**config.mk**
```make
export PLATFORM = sky130hd
export DESIGN_NAME = vtpg_top
export DESIGN_NICKNAME = d
export VERILOG_FILES = /design/src/hw/vtpg_pkg.sv /design/src/hw/vtpg_top.sv
export SDC_FILE = /design/constraint.sdc
export NUM_CORES = 1
export LEC_CHECK = 0
export ABC_AREA = 1
export BUFFER_PORTS_ARGS = -buffer_cell sky130_fd_sc_hd__clkbuf_2
export CORE_UTILIZATION = 45
export DETAILED_ROUTE_END_ITERATION = 10
export GPL_TIMING_DRIVEN = 0
export PLACE_DENSITY_LB_ADDON = 0.3
export SLEW_MARGIN = 20
export SYNTH_ARGS = -nofsm -noshare
export SYNTH_HDL_FRONTEND = slang
export SYNTH_SLANG_ARGS = --single-unit
```
**constraint.sdc**
```tcl
create_clock -name SYS_CLK -period 5.1 [get_ports SYS_CLK]
set_clock_uncertainty 0.1 [all_clocks]
set_input_delay 0.51 -clock SYS_CLK [delete_from_list [all_inputs] [get_ports SYS_CLK]]
set_output_delay 0.51 -clock SYS_CLK [all_outputs]
set_load 0.01 [all_outputs]
```
**src/hw/vtpg_pkg.sv**
```systemverilog
// Package for the video test pattern generator: constants and types
package vtpg_pkg;
	// ==========================================================
	// Register offsets of the indirect pattern generator page
	localparam logic [7:0] OFS_CTL = 8'h01;
	localparam logic [7:0] OFS_CFG = 8'h02;
	localparam logic [7:0] OFS_CSI_ID = 8'h03;
	localparam logic [7:0] OFS_LSIZE1 = 8'h04;
	localparam logic [7:0] OFS_LSIZE0 = 8'h05;
	localparam logic [7:0] OFS_BSIZE1 = 8'h06;
	localparam logic [7:0] OFS_BSIZE0 = 8'h07;
	localparam logic [7:0] OFS_ACT1 = 8'h08;
	localparam logic [7:0] OFS_ACT0 = 8'h09;
	localparam logic [7:0] OFS_TOT1 = 8'h0a;
	localparam logic [7:0] OFS_TOT0 = 8'h0b;
	localparam logic [7:0] OFS_LPD1 = 8'h0c;
	localparam logic [7:0] OFS_LPD0 = 8'h0d;
	localparam logic [7:0] OFS_VBP = 8'h0e;
	localparam logic [7:0] OFS_VFP = 8'h0f;
	localparam logic [7:0] OFS_STATUS = 8'h10;
	localparam logic [7:0] OFS_BLKLEN = 8'h11;
	localparam logic [7:0] OFS_FIXED = 8'h20;
	// ==========================================================
	// Field positions
	localparam int CTL_EN_BIT = 0;
	localparam int CFG_FIXED_BIT = 7;
	localparam int CFG_BARS_LSB = 4;
	// ==========================================================
	// Reset values
	localparam logic [7:0] RST_CFG = 8'h33;
	localparam logic [15:0] RST_LSIZE = 16'h0010;
	localparam logic [15:0] RST_BSIZE = 16'h0002;
	localparam logic [15:0] RST_ACT = 16'h0004;
	localparam logic [15:0] RST_TOT = 16'h0008;
	localparam logic [15:0] RST_LPD = 16'h0040;
	localparam logic [7:0] RST_CSI_ID = 8'h24;
	localparam logic [4:0] RST_BLKLEN = 5'h03;
	localparam logic [7:0] RST_CTL = 8'h00;
	localparam logic [7:0] RST_VBP = 8'h01;
	localparam logic [7:0] RST_VFP = 8'h01;
	// ==========================================================
	// Packet codes and timing
	localparam logic [5:0] DT_FRAME_START = 6'h00;
	localparam logic [5:0] DT_FRAME_END = 6'h01;
	localparam int LINE_UNIT_NS = 10;
	localparam int CLK_PERIOD_NS = 20;
	localparam int LINE_UNIT_CYC = (LINE_UNIT_NS + CLK_PERIOD_NS - 1)
		/ CLK_PERIOD_NS;
	// Bar values of the reference pattern, first bar in the low byte
	localparam logic [63:0] BAR_BYTES = 64'h800f_cc55_7ff0_33aa;
	typedef enum logic [2:0] {
		ST_IDLE, ST_FS, ST_WAIT, ST_HDR, ST_DATA, ST_FE
	} vtpg_state_t;
	typedef enum logic [1:0] {
		PH_VBP, PH_ACT, PH_VFP, PH_IDLE
	} vtpg_phase_t;
endpackage

```
**src/hw/vtpg_top.sv**
```systemverilog
// Video test pattern generator feeding the CSI-2 transmit logic
//
// Strobed register access and the register addresses are this design's own decisions.
`timescale 1ns/1ns
`default_nettype none
// ============================================================
// Summary of operation
// - Colour bar or fixed colour pattern, chosen by configuration register.
// - Eight bars carry AA,33,F0,7F,55,CC,0F,80 in that order.
// - Last bar stretches to fill the rest of the line.
// - Bar count per line selectable as 1, 2, 4 or 8.
// - Each active line carries exactly the programmed byte count.
// - Next bar value starts after the programmed bar width in bytes.
// - Line packets carry the programmed data type and channel; frame start and end packets carry only the programmed channel.
// - Active line count and total line count per frame are programmable.
// - Line starts spaced by the programmed line period count.
// - Front porch blank lines come before the frame end packet.
// - Back porch blank lines follow the frame start packet.
// - Runs on the transmit clock and emits complete packet data.
// - Fixed mode repeats a programmed byte block with same geometry.
// - Fixed mode alternates block and its complement bar by bar.
// - Fixed block length 1 to 16 bytes, repeated cyclically.
// - Sixteen byte registers hold the fixed block contents.
// - Line period counted in units of forty channel bit times.
module vtpg_top #(
	parameter int UNIT_CYC = vtpg_pkg::LINE_UNIT_CYC
) (
	// Clock and reset
	input wire logic SYS_CLK,
	input wire logic RSTN,
	// Register port
	input wire logic [7:0] REG_ADDR,
	input wire logic [7:0] REG_WDATA,
	input wire logic REG_WR,
	input wire logic REG_RD,
	output logic [7:0] REG_RDATA,
	// Packet stream to the transmitter
	output logic PKT_SOP,
	output logic PKT_VALID,
	output logic [7:0] PKT_DATA,
	output logic PKT_EOP,
	input wire logic PKT_READY
);
	initial begin
		if (UNIT_CYC < 1) begin
			$error("UNIT_CYC must be at least one");
		end
	end

	// ==========================================================
	// Configuration registers
	logic [7:0] ctl_r, ctl_nxt, cfg_r, cfg_nxt, csi_r, csi_nxt;
	logic [15:0] lsize_r, lsize_nxt, bsize_r, bsize_nxt;
	logic [15:0] act_r, act_nxt, tot_r, tot_nxt, lpd_r, lpd_nxt;
	logic [7:0] vbp_r, vbp_nxt, vfp_r, vfp_nxt;
	logic [4:0] blk_r, blk_nxt;
	logic [7:0] fix_r [16];
	logic [7:0] fix_nxt [16];
	logic [7:0] rdata_r, rdata_nxt;
	logic busy_r;

	always_comb begin
		ctl_nxt = ctl_r;
		cfg_nxt = cfg_r;
		csi_nxt = csi_r;
		lsize_nxt = lsize_r;
		bsize_nxt = bsize_r;
		act_nxt = act_r;
		tot_nxt = tot_r;
		lpd_nxt = lpd_r;
		vbp_nxt = vbp_r;
		vfp_nxt = vfp_r;
		blk_nxt = blk_r;
		fix_nxt = fix_r;
		if (REG_WR) begin
			if (REG_ADDR == vtpg_pkg::OFS_CTL) begin
				ctl_nxt = REG_WDATA;
			end else if (REG_ADDR == vtpg_pkg::OFS_CFG) begin
				cfg_nxt = REG_WDATA;
			end else if (REG_ADDR == vtpg_pkg::OFS_CSI_ID) begin
				csi_nxt = REG_WDATA;
			end else if (REG_ADDR == vtpg_pkg::OFS_LSIZE1) begin
				lsize_nxt[15:8] = REG_WDATA;
			end else if (REG_ADDR == vtpg_pkg::OFS_LSIZE0) begin
				lsize_nxt[7:0] = REG_WDATA;
			end else if (REG_ADDR == vtpg_pkg::OFS_BSIZE1) begin
				bsize_nxt[15:8] = REG_WDATA;
			end else if (REG_ADDR == vtpg_pkg::OFS_BSIZE0) begin
				bsize_nxt[7:0] = REG_WDATA;
			end else if (REG_ADDR == vtpg_pkg::OFS_ACT1) begin
				act_nxt[15:8] = REG_WDATA;
			end else if (REG_ADDR == vtpg_pkg::OFS_ACT0) begin
				act_nxt[7:0] = REG_WDATA;
			end else if (REG_ADDR == vtpg_pkg::OFS_TOT1) begin
				tot_nxt[15:8] = REG_WDATA;
			end else if (REG_ADDR == vtpg_pkg::OFS_TOT0) begin
				tot_nxt[7:0] = REG_WDATA;
			end else if (REG_ADDR == vtpg_pkg::OFS_LPD1) begin
				lpd_nxt[15:8] = REG_WDATA;
			end else if (REG_ADDR == vtpg_pkg::OFS_LPD0) begin
				lpd_nxt[7:0] = REG_WDATA;
			end else if (REG_ADDR == vtpg_pkg::OFS_VBP) begin
				vbp_nxt = REG_WDATA;
			end else if (REG_ADDR == vtpg_pkg::OFS_VFP) begin
				vfp_nxt = REG_WDATA;
			end else if (REG_ADDR == vtpg_pkg::OFS_BLKLEN) begin
				// Zero or above sixteen is clamped to a usable length
				if (REG_WDATA == 8'h00) begin
					blk_nxt = 5'h01;
				end else if (REG_WDATA > 8'h10) begin
					blk_nxt = 5'h10;
				end else begin
					blk_nxt = REG_WDATA[4:0];
				end
			end else if (REG_ADDR[7:4] == vtpg_pkg::OFS_FIXED[7:4]) begin
				fix_nxt[REG_ADDR[3:0]] = REG_WDATA;
			end
		end
		rdata_nxt = 8'h00;
		if (REG_RD) begin
			if (REG_ADDR == vtpg_pkg::OFS_CTL) begin
				rdata_nxt = ctl_r;
			end else if (REG_ADDR == vtpg_pkg::OFS_CFG) begin
				rdata_nxt = cfg_r;
			end else if (REG_ADDR == vtpg_pkg::OFS_CSI_ID) begin
				rdata_nxt = csi_r;
			end else if (REG_ADDR == vtpg_pkg::OFS_LSIZE1) begin
				rdata_nxt = lsize_r[15:8];
			end else if (REG_ADDR == vtpg_pkg::OFS_LSIZE0) begin
				rdata_nxt = lsize_r[7:0];
			end else if (REG_ADDR == vtpg_pkg::OFS_BSIZE1) begin
				rdata_nxt = bsize_r[15:8];
			end else if (REG_ADDR == vtpg_pkg::OFS_BSIZE0) begin
				rdata_nxt = bsize_r[7:0];
			end else if (REG_ADDR == vtpg_pkg::OFS_ACT1) begin
				rdata_nxt = act_r[15:8];
			end else if (REG_ADDR == vtpg_pkg::OFS_ACT0) begin
				rdata_nxt = act_r[7:0];
			end else if (REG_ADDR == vtpg_pkg::OFS_TOT1) begin
				rdata_nxt = tot_r[15:8];
			end else if (REG_ADDR == vtpg_pkg::OFS_TOT0) begin
				rdata_nxt = tot_r[7:0];
			end else if (REG_ADDR == vtpg_pkg::OFS_LPD1) begin
				rdata_nxt = lpd_r[15:8];
			end else if (REG_ADDR == vtpg_pkg::OFS_LPD0) begin
				rdata_nxt = lpd_r[7:0];
			end else if (REG_ADDR == vtpg_pkg::OFS_VBP) begin
				rdata_nxt = vbp_r;
			end else if (REG_ADDR == vtpg_pkg::OFS_VFP) begin
				rdata_nxt = vfp_r;
			end else if (REG_ADDR == vtpg_pkg::OFS_STATUS) begin
				rdata_nxt = {7'h00, busy_r};
			end else if (REG_ADDR == vtpg_pkg::OFS_BLKLEN) begin
				rdata_nxt = {3'h0, blk_r};
			end else if (REG_ADDR[7:4] == vtpg_pkg::OFS_FIXED[7:4]) begin
				rdata_nxt = fix_r[REG_ADDR[3:0]];
			end
		end
	end

	always_ff @(posedge SYS_CLK) begin
		if (!RSTN) begin
			ctl_r <= vtpg_pkg::RST_CTL;
			cfg_r <= vtpg_pkg::RST_CFG;
			csi_r <= vtpg_pkg::RST_CSI_ID;
			lsize_r <= vtpg_pkg::RST_LSIZE;
			bsize_r <= vtpg_pkg::RST_BSIZE;
			act_r <= vtpg_pkg::RST_ACT;
			tot_r <= vtpg_pkg::RST_TOT;
			lpd_r <= vtpg_pkg::RST_LPD;
			vbp_r <= vtpg_pkg::RST_VBP;
			vfp_r <= vtpg_pkg::RST_VFP;
			blk_r <= vtpg_pkg::RST_BLKLEN;
			for (int i = 0; i < 16; i++) begin
				fix_r[i] <= 8'h00;
			end
			rdata_r <= 8'h00;
		end else begin
			ctl_r <= ctl_nxt;
			cfg_r <= cfg_nxt;
			csi_r <= csi_nxt;
			lsize_r <= lsize_nxt;
			bsize_r <= bsize_nxt;
			act_r <= act_nxt;
			tot_r <= tot_nxt;
			lpd_r <= lpd_nxt;
			vbp_r <= vbp_nxt;
			vfp_r <= vfp_nxt;
			blk_r <= blk_nxt;
			fix_r <= fix_nxt;
			rdata_r <= rdata_nxt;
		end
	end
	assign REG_RDATA = rdata_r;

	// ==========================================================
	// Frame sequencer and byte generator
	vtpg_pkg::vtpg_state_t st_r, st_nxt;
	vtpg_pkg::vtpg_phase_t ph_r, ph_nxt;
	logic [15:0] line_r, line_nxt, pcnt_r, pcnt_nxt, unit_r, unit_nxt;
	logic [15:0] byte_r, byte_nxt, bbyte_r, bbyte_nxt;
	logic [15:0] ln_in_ph_r, ln_in_ph_nxt;
	logic [2:0] bar_r, bar_nxt;
	logic [1:0] hdr_r, hdr_nxt;
	logic [3:0] bpos_r, bpos_nxt;
	logic sop_r, sop_nxt, vld_r, vld_nxt, eop_r, eop_nxt;
	logic [7:0] dat_r, dat_nxt;
	logic tick, take, fixed_mode;
	logic [2:0] bar_max;

	// Header byte: channel and data type, then 16-bit word count
	function automatic logic [7:0] hdr_byte(input logic [1:0] idx,
		input logic [7:0] di, input logic [15:0] wc);
		case (idx)
			2'd0: hdr_byte = di;
			2'd1: hdr_byte = wc[7:0];
			default: hdr_byte = wc[15:8];
		endcase
	endfunction

	assign fixed_mode = cfg_r[vtpg_pkg::CFG_FIXED_BIT];
	// Bar count field: 0,1,2,3 selects 1,2,4,8 bars
	always_comb begin
		case (cfg_r[vtpg_pkg::CFG_BARS_LSB +: 2])
			2'd0: bar_max = 3'd0;
			2'd1: bar_max = 3'd1;
			2'd2: bar_max = 3'd3;
			default: bar_max = 3'd7;
		endcase
	end
	// Stalls hold header and payload bytes alike; period counting never pauses
	assign take = !vld_r || PKT_READY;
	assign tick = (unit_r == 16'(UNIT_CYC - 1));

	always_comb begin
		st_nxt = st_r;
		ph_nxt = ph_r;
		line_nxt = line_r;
		pcnt_nxt = pcnt_r;
		unit_nxt = tick ? 16'h0000 : unit_r + 16'h0001;
		byte_nxt = byte_r;
		bbyte_nxt = bbyte_r;
		ln_in_ph_nxt = ln_in_ph_r;
		bar_nxt = bar_r;
		hdr_nxt = hdr_r;
		bpos_nxt = bpos_r;
		sop_nxt = take ? 1'b0 : sop_r;
		eop_nxt = take ? 1'b0 : eop_r;
		vld_nxt = take ? 1'b0 : vld_r;
		dat_nxt = dat_r;
		if (tick && st_r != vtpg_pkg::ST_IDLE) begin
			pcnt_nxt = pcnt_r + 16'h0001;
		end
		case (st_r)
			vtpg_pkg::ST_IDLE: begin
				if (ctl_r[vtpg_pkg::CTL_EN_BIT]) begin
					st_nxt = vtpg_pkg::ST_FS;
					line_nxt = 16'h0000;
					pcnt_nxt = 16'h0000;
					// Restart the unit divider so the first slot is full length
					unit_nxt = 16'h0000;
					hdr_nxt = 2'd0;
				end
			end
			vtpg_pkg::ST_FS, vtpg_pkg::ST_FE, vtpg_pkg::ST_HDR: begin
				if (take) begin
					// Short packets carry the frame number 1 as data
					vld_nxt = 1'b1;
					sop_nxt = (hdr_r == 2'd0);
					if (st_r == vtpg_pkg::ST_HDR) begin
						dat_nxt = hdr_byte(hdr_r, csi_r, lsize_r);
					end else begin
						dat_nxt = hdr_byte(hdr_r,
							{csi_r[7:6], st_r == vtpg_pkg::ST_FE ?
							vtpg_pkg::DT_FRAME_END :
							vtpg_pkg::DT_FRAME_START},
							16'h0001);
					end
					hdr_nxt = hdr_r + 2'd1;
					if (hdr_r == 2'd2) begin
						hdr_nxt = 2'd0;
						byte_nxt = 16'h0000;
						bbyte_nxt = 16'h0000;
						bar_nxt = 3'd0;
						bpos_nxt = 4'h0;
						if (st_r == vtpg_pkg::ST_HDR) begin
							st_nxt = vtpg_pkg::ST_DATA;
							eop_nxt = (lsize_r == 16'h0000);
							if (lsize_r == 16'h0000) begin
								st_nxt = vtpg_pkg::ST_WAIT;
							end
						end else begin
							eop_nxt = 1'b1;
							st_nxt = vtpg_pkg::ST_WAIT;
						end
						if (st_r == vtpg_pkg::ST_FS) begin
							// Porch count of zero falls through at the first slot end
							ph_nxt = vtpg_pkg::PH_VBP;
							ln_in_ph_nxt = 16'h0000;
						end
						if (st_r == vtpg_pkg::ST_FE) begin
							ph_nxt = vtpg_pkg::PH_IDLE;
						end
					end
				end
			end
			vtpg_pkg::ST_DATA: begin
				if (take) begin
					vld_nxt = 1'b1;
					if (fixed_mode) begin
						dat_nxt = bar_r[0] ? ~fix_r[bpos_r] :
							fix_r[bpos_r];
						bpos_nxt = (bpos_r == 4'(blk_r - 5'd1)) ? 4'h0 :
							bpos_r + 4'h1;
					end else begin
						dat_nxt = vtpg_pkg::BAR_BYTES[{bar_r, 3'b000} +: 8];
					end
					byte_nxt = byte_r + 16'h0001;
					bbyte_nxt = bbyte_r + 16'h0001;
					// Last bar holds its value to the end of line
					if (bbyte_r + 16'h0001 >= bsize_r &&
						bar_r != bar_max) begin
						bbyte_nxt = 16'h0000;
						bar_nxt = bar_r + 3'd1;
						bpos_nxt = 4'h0;
					end
					if (byte_r + 16'h0001 == lsize_r) begin
						eop_nxt = 1'b1;
						st_nxt = vtpg_pkg::ST_WAIT;
					end
				end
			end
			default: begin
				// ST_WAIT: next line slot starts when the period elapses
				if (tick && pcnt_r + 16'h0001 >= lpd_r) begin
					pcnt_nxt = 16'h0000;
					line_nxt = line_r + 16'h0001;
					ln_in_ph_nxt = ln_in_ph_r + 16'h0001;
					hdr_nxt = 2'd0;
					case (ph_r)
						vtpg_pkg::PH_VBP: begin
							if (ln_in_ph_r >= {8'h00, vbp_r}) begin
								ph_nxt = vtpg_pkg::PH_ACT;
								ln_in_ph_nxt = 16'h0000;
								st_nxt = vtpg_pkg::ST_HDR;
							end
						end
						vtpg_pkg::PH_ACT: begin
							if (ln_in_ph_r + 16'h0001 >= act_r) begin
								ph_nxt = vtpg_pkg::PH_VFP;
								ln_in_ph_nxt = 16'h0000;
								if (vfp_r == 8'h00) begin
									st_nxt = vtpg_pkg::ST_FE;
								end
							end else begin
								st_nxt = vtpg_pkg::ST_HDR;
							end
						end
						vtpg_pkg::PH_VFP: begin
							if (ln_in_ph_r + 16'h0001 >= {8'h00, vfp_r}) begin
								st_nxt = vtpg_pkg::ST_FE;
							end
						end
						default: begin
							if (line_r + 16'h0001 >= tot_r) begin
								// Back-to-back frames keep the slot grid unbroken
								line_nxt = 16'h0000;
								st_nxt = ctl_r[vtpg_pkg::CTL_EN_BIT] ?
									vtpg_pkg::ST_FS : vtpg_pkg::ST_IDLE;
							end
						end
					endcase
				end
			end
		endcase
	end

	always_ff @(posedge SYS_CLK) begin
		if (!RSTN) begin
			st_r <= vtpg_pkg::ST_IDLE;
			ph_r <= vtpg_pkg::PH_IDLE;
			line_r <= 16'h0000;
			pcnt_r <= 16'h0000;
			unit_r <= 16'h0000;
			byte_r <= 16'h0000;
			bbyte_r <= 16'h0000;
			ln_in_ph_r <= 16'h0000;
			bar_r <= 3'd0;
			hdr_r <= 2'd0;
			bpos_r <= 4'h0;
			sop_r <= 1'b0;
			vld_r <= 1'b0;
			eop_r <= 1'b0;
			dat_r <= 8'h00;
			busy_r <= 1'b0;
		end else begin
			st_r <= st_nxt;
			ph_r <= ph_nxt;
			line_r <= line_nxt;
			pcnt_r <= pcnt_nxt;
			unit_r <= unit_nxt;
			byte_r <= byte_nxt;
			bbyte_r <= bbyte_nxt;
			ln_in_ph_r <= ln_in_ph_nxt;
			bar_r <= bar_nxt;
			hdr_r <= hdr_nxt;
			bpos_r <= bpos_nxt;
			sop_r <= sop_nxt;
			vld_r <= vld_nxt;
			eop_r <= eop_nxt;
			dat_r <= dat_nxt;
			busy_r <= (st_nxt != vtpg_pkg::ST_IDLE);
		end
	end
	assign PKT_SOP = sop_r;
	assign PKT_VALID = vld_r;
	assign PKT_DATA = dat_r;
	assign PKT_EOP = eop_r;
endmodule
`default_nettype wire

```
==> impl_metrics.tcl <==
set metrics [dict create \
    power.share.clock 0.371 \
    overflow 0 \
    post_cts_buffers 0 \
    power.internal_mw 5.58 \
    setup_slack_ns 0.534 \
    required_ns 5.50 \
    grt_pass1_wl_mm 127 \
    gr-usage-met2 0.499 \
    vias 23100 \
    switchingPower_mw 3.19 \
    finalSetupTns_ns 0 \
    place_area_um2 22900 \
    powerDensity_nw_per_um2 360 \
    die_height_um 223 \
    power_frac_seq 0.364 \
    rsz0062_at_grt "false" \
    io_pins 40 \
    finalSetupViolations 0 \
    first_pass_iters 6 \
    synth_seq_area_share 0.349 \
    die-area_um2 49700 \
    synth_enable_flop_cells 0 \
    cts_buffer_depth 3 \
    critPathSlowestCell "dfxtp_2" \
    use_met3 0.0743 \
    placedCellCount 3880 \
    critPathArrivalTime_ns 4.96 \
    areaGrowthSynthToFinish_pct 10.9 \
    crit_path_start_kind "flip-flop" \
    end_kind "flip-flop" \
    p_comb_frac 0.265 \
    fmax_mhz 219 \
    die_width_um 223 \
    cts_resized 0 \
    slowest_delay_ns 0.45 \
    antenna_found_initial 1 \
    hold_viol_final 0 \
    synth_warnings 0 \
    hold_path.class "in2reg" \
    synth_top_area_frac 0.349 \
    fin_total_pwr_mw 8.77 \
    cp.buffers_inverters 6 \
    antenna_left 0 \
    cp_top_family "simple AND/OR/NAND/NOR gates" \
    final_cell_area_um2 24400 \
    drcViolationCount 0 \
    antenna_cells 0 \
    ys_types 58 \
    swShare 0.364 \
    grt_busiest_layer "met2" \
    synth_top_area_cell "dfxtp_1" \
    dpl_worst_slack_ns 0.536 \
    vdd_ir_drop_max_mv 0.262 \
    clkLatencyLatePin_ns 0.61 \
    grt_pass1_vias 20800 \
    postCtsHoldBufs 0 \
    worst_slew_pin_slew_ns 1.29 \
    wl_per_cell_um 21.6 \
    syn_area_per_cell_um2 6.80 \
    cp_max_fo 10 \
    viasPerCell 5.83 \
    cap_violations 0 \
    h-tree-depth 2 \
    crit_type "reg2reg" \
    async_flop_share 0 \
    cts.reportedPaths.clkPinSlew_ns 0.06 \
    stdcell_count 3956 \
    gr-usage-all-layers 0.338 \
    cts-buffers-inserted 44 \
    status "completed" \
    root_buffer "clkbuf_16" \
    grt_max_degree 13 \
    relSlewSlack 0.140 \
    routed_wl_mm 85.5 \
    io_buffers 34 \
    ys_ff_latch 383 \
    syn_area_um2 22000 \
    dp_hpwl_mm 63.6 \
    drt_iter0_drc 3152 \
    drv_slew 0 \
    met1_usage 0.460 \
    cts.sinks 383 \
    place_congestion 1.09 \
    critPathMostFrequentCell "nand2_1" \
    synthFlopType "dfxtp_1" \
    fin_nets 3426 \
    period_minus_slack_ns 4.57 \
    synthCells 3231 \
    cts_tree "yes" \
    drive_above_1_share 0.0766 \
    fin_crit_sh 0.895 \
    initial_core_util 0.459 \
    syn_nets 3346 \
    fillers 4841 \
    rows 80 \
    ys_top_cells_by_area "dfxtp_1 (35%), nand2_1 (11%), a21oi_1 (8.8%), o21ai_0 (8.5%), inv_1 (6.6%)" \
    p_leak_nw 9.80 \
    core_area_um2 47900 \
]
[registers in the layout, indices dropped and copies added (netlist names), 16 cells and up, named ones only]
register	cells
tot_r	16
line_r	16
ln_in_ph_r	16
act_r	16
lpd_r	16
unit_r	16
bsize_r	16
pcnt_r	16
byte_r	16
bbyte_r	16
fix_r	128
lsize_r	16
[cell usage after synthesis (all sizes together) (18+ instances only)]
| library cell | n |
|---|---|
| nor3 | 54 |
| a211oi | 62 |
| clkbuf | 105 |
| buf | 53 |
| a21oi | 396 |
| ha | 94 |
| inv | 412 |
| xor2 | 50 |
| nand2 | 650 |
| nor2 | 253 |
| o21ai | 387 |
| nand3 | 131 |
| a221oi | 18 |
| dfxtp | 383 |
| o22ai | 24 |
| nand4 | 66 |
[per-stage QoR]
| step | hold WS (ns) | util |
|---|---|---|
| final | 0.283 | 0.508 |
| after global routing | 0.301 | 0.508 |
| after CTS | 0.261 | 0.508 |
| after detailed placement | 0.338 | 0.478 |
| after global placement | 0.330 | 0.478 |
| after floorplan | 0.317 | - |
[routing by layer]
layer	routed length [um]	vias to the layer above
li1	-	11000
met1	35300	10600
met2	35300	1270
met3	10200	279
met4	4670	0
met5	0	-
[cell type report]
class / count / area [um2] / share of cell area
buffer: 158 / 713 / 0.0293
inverter: 420 / 1580 / 0.0647
multi-input combinational: 2270 / 12000 / 0.493
timing repair buffer: 34 / 170 / 0.00698
clock inverter: 11 / 119 / 0.00488
tap: 615 / 769 / 0.0316
sequential: 383 / 7670 / 0.315
clock buffer: 65 / 1330 / 0.0547
[power by group through the flow]
| stage | sequential, mW | combinational [mW] | clock, mW |
|---|---|---|---|
| 2_1_floorplan | 3.23 | 1.40 | 0 |
| 3_3_place_gp | 3.25 | 2.19 | 0 |
| 3_5_place_dp | 3.25 | 2.20 | 0 |
| 4_1_cts | 3.19 | 2.21 | 3.26 |
| 5_1_grt | 3.20 | 2.49 | 3.38 |
| 6_report | 3.19 | 2.32 | 3.25 |
[final timing paths]
path / slack, ns / cells past startpoint / end / startpoint
worst min-delay path: 0.28 / 3 / fix_r[112] / REG_WDATA[0]
worst max register to register: 0.53 / 25 / pcnt_r[11] / pcnt_r[0]
worst min register to register: 0.34 / 1 / unit_r[0] / unit_r[0]
worst max-delay path: 0.53 / 25 / pcnt_r[11] / pcnt_r[0]
[tightest hold or removal path: stages]
cell	delay (ns)
clkbuf_2	0.17
o21ai_0	0.18
a21oi_1	0.04
[cell usage in the layout (no fill, tap or decap), drive strengths merged, types with 2 or more instances in the layout]
master,n
or2,4
bufinv,2
a22oi,4
inv,412
nand3,131
o2111ai,4
o21ai,387
a31oi,5
a211oi,62
a22o,2
clkbuf,204
o21a,2
o221ai,8
nor4,9
nand3b,3
nand4,66
clkinv,16
buf,53
nor3,54
dfxtp,383
o22ai,24
xor2,50
o21bai,3
nor3b,3
a21oi,396
o211ai,14
a221oi,18
xnor2,14
and3,2
nand2,650
nor2,253
ha,94
[cells by family (layout without fill, tap and decap cells)]
kind of cell / Yosys count / count (layout) / synth area share
buffers and inverters: 578 / 688 / 0.104
DFF: 383 / 383 / 0.349
adders and majority gates: 94 / 94 / 0.0535
and+or+nand+nor: 1177 / 1177 / 0.235
muxes: 1 / 1 / 0.000455
xor gates and xnor gates: 64 / 64 / 0.0255
AOI/OAI and AO/OA: 934 / 934 / 0.232
Note: power is estimated with default switching activity, not from simulation.
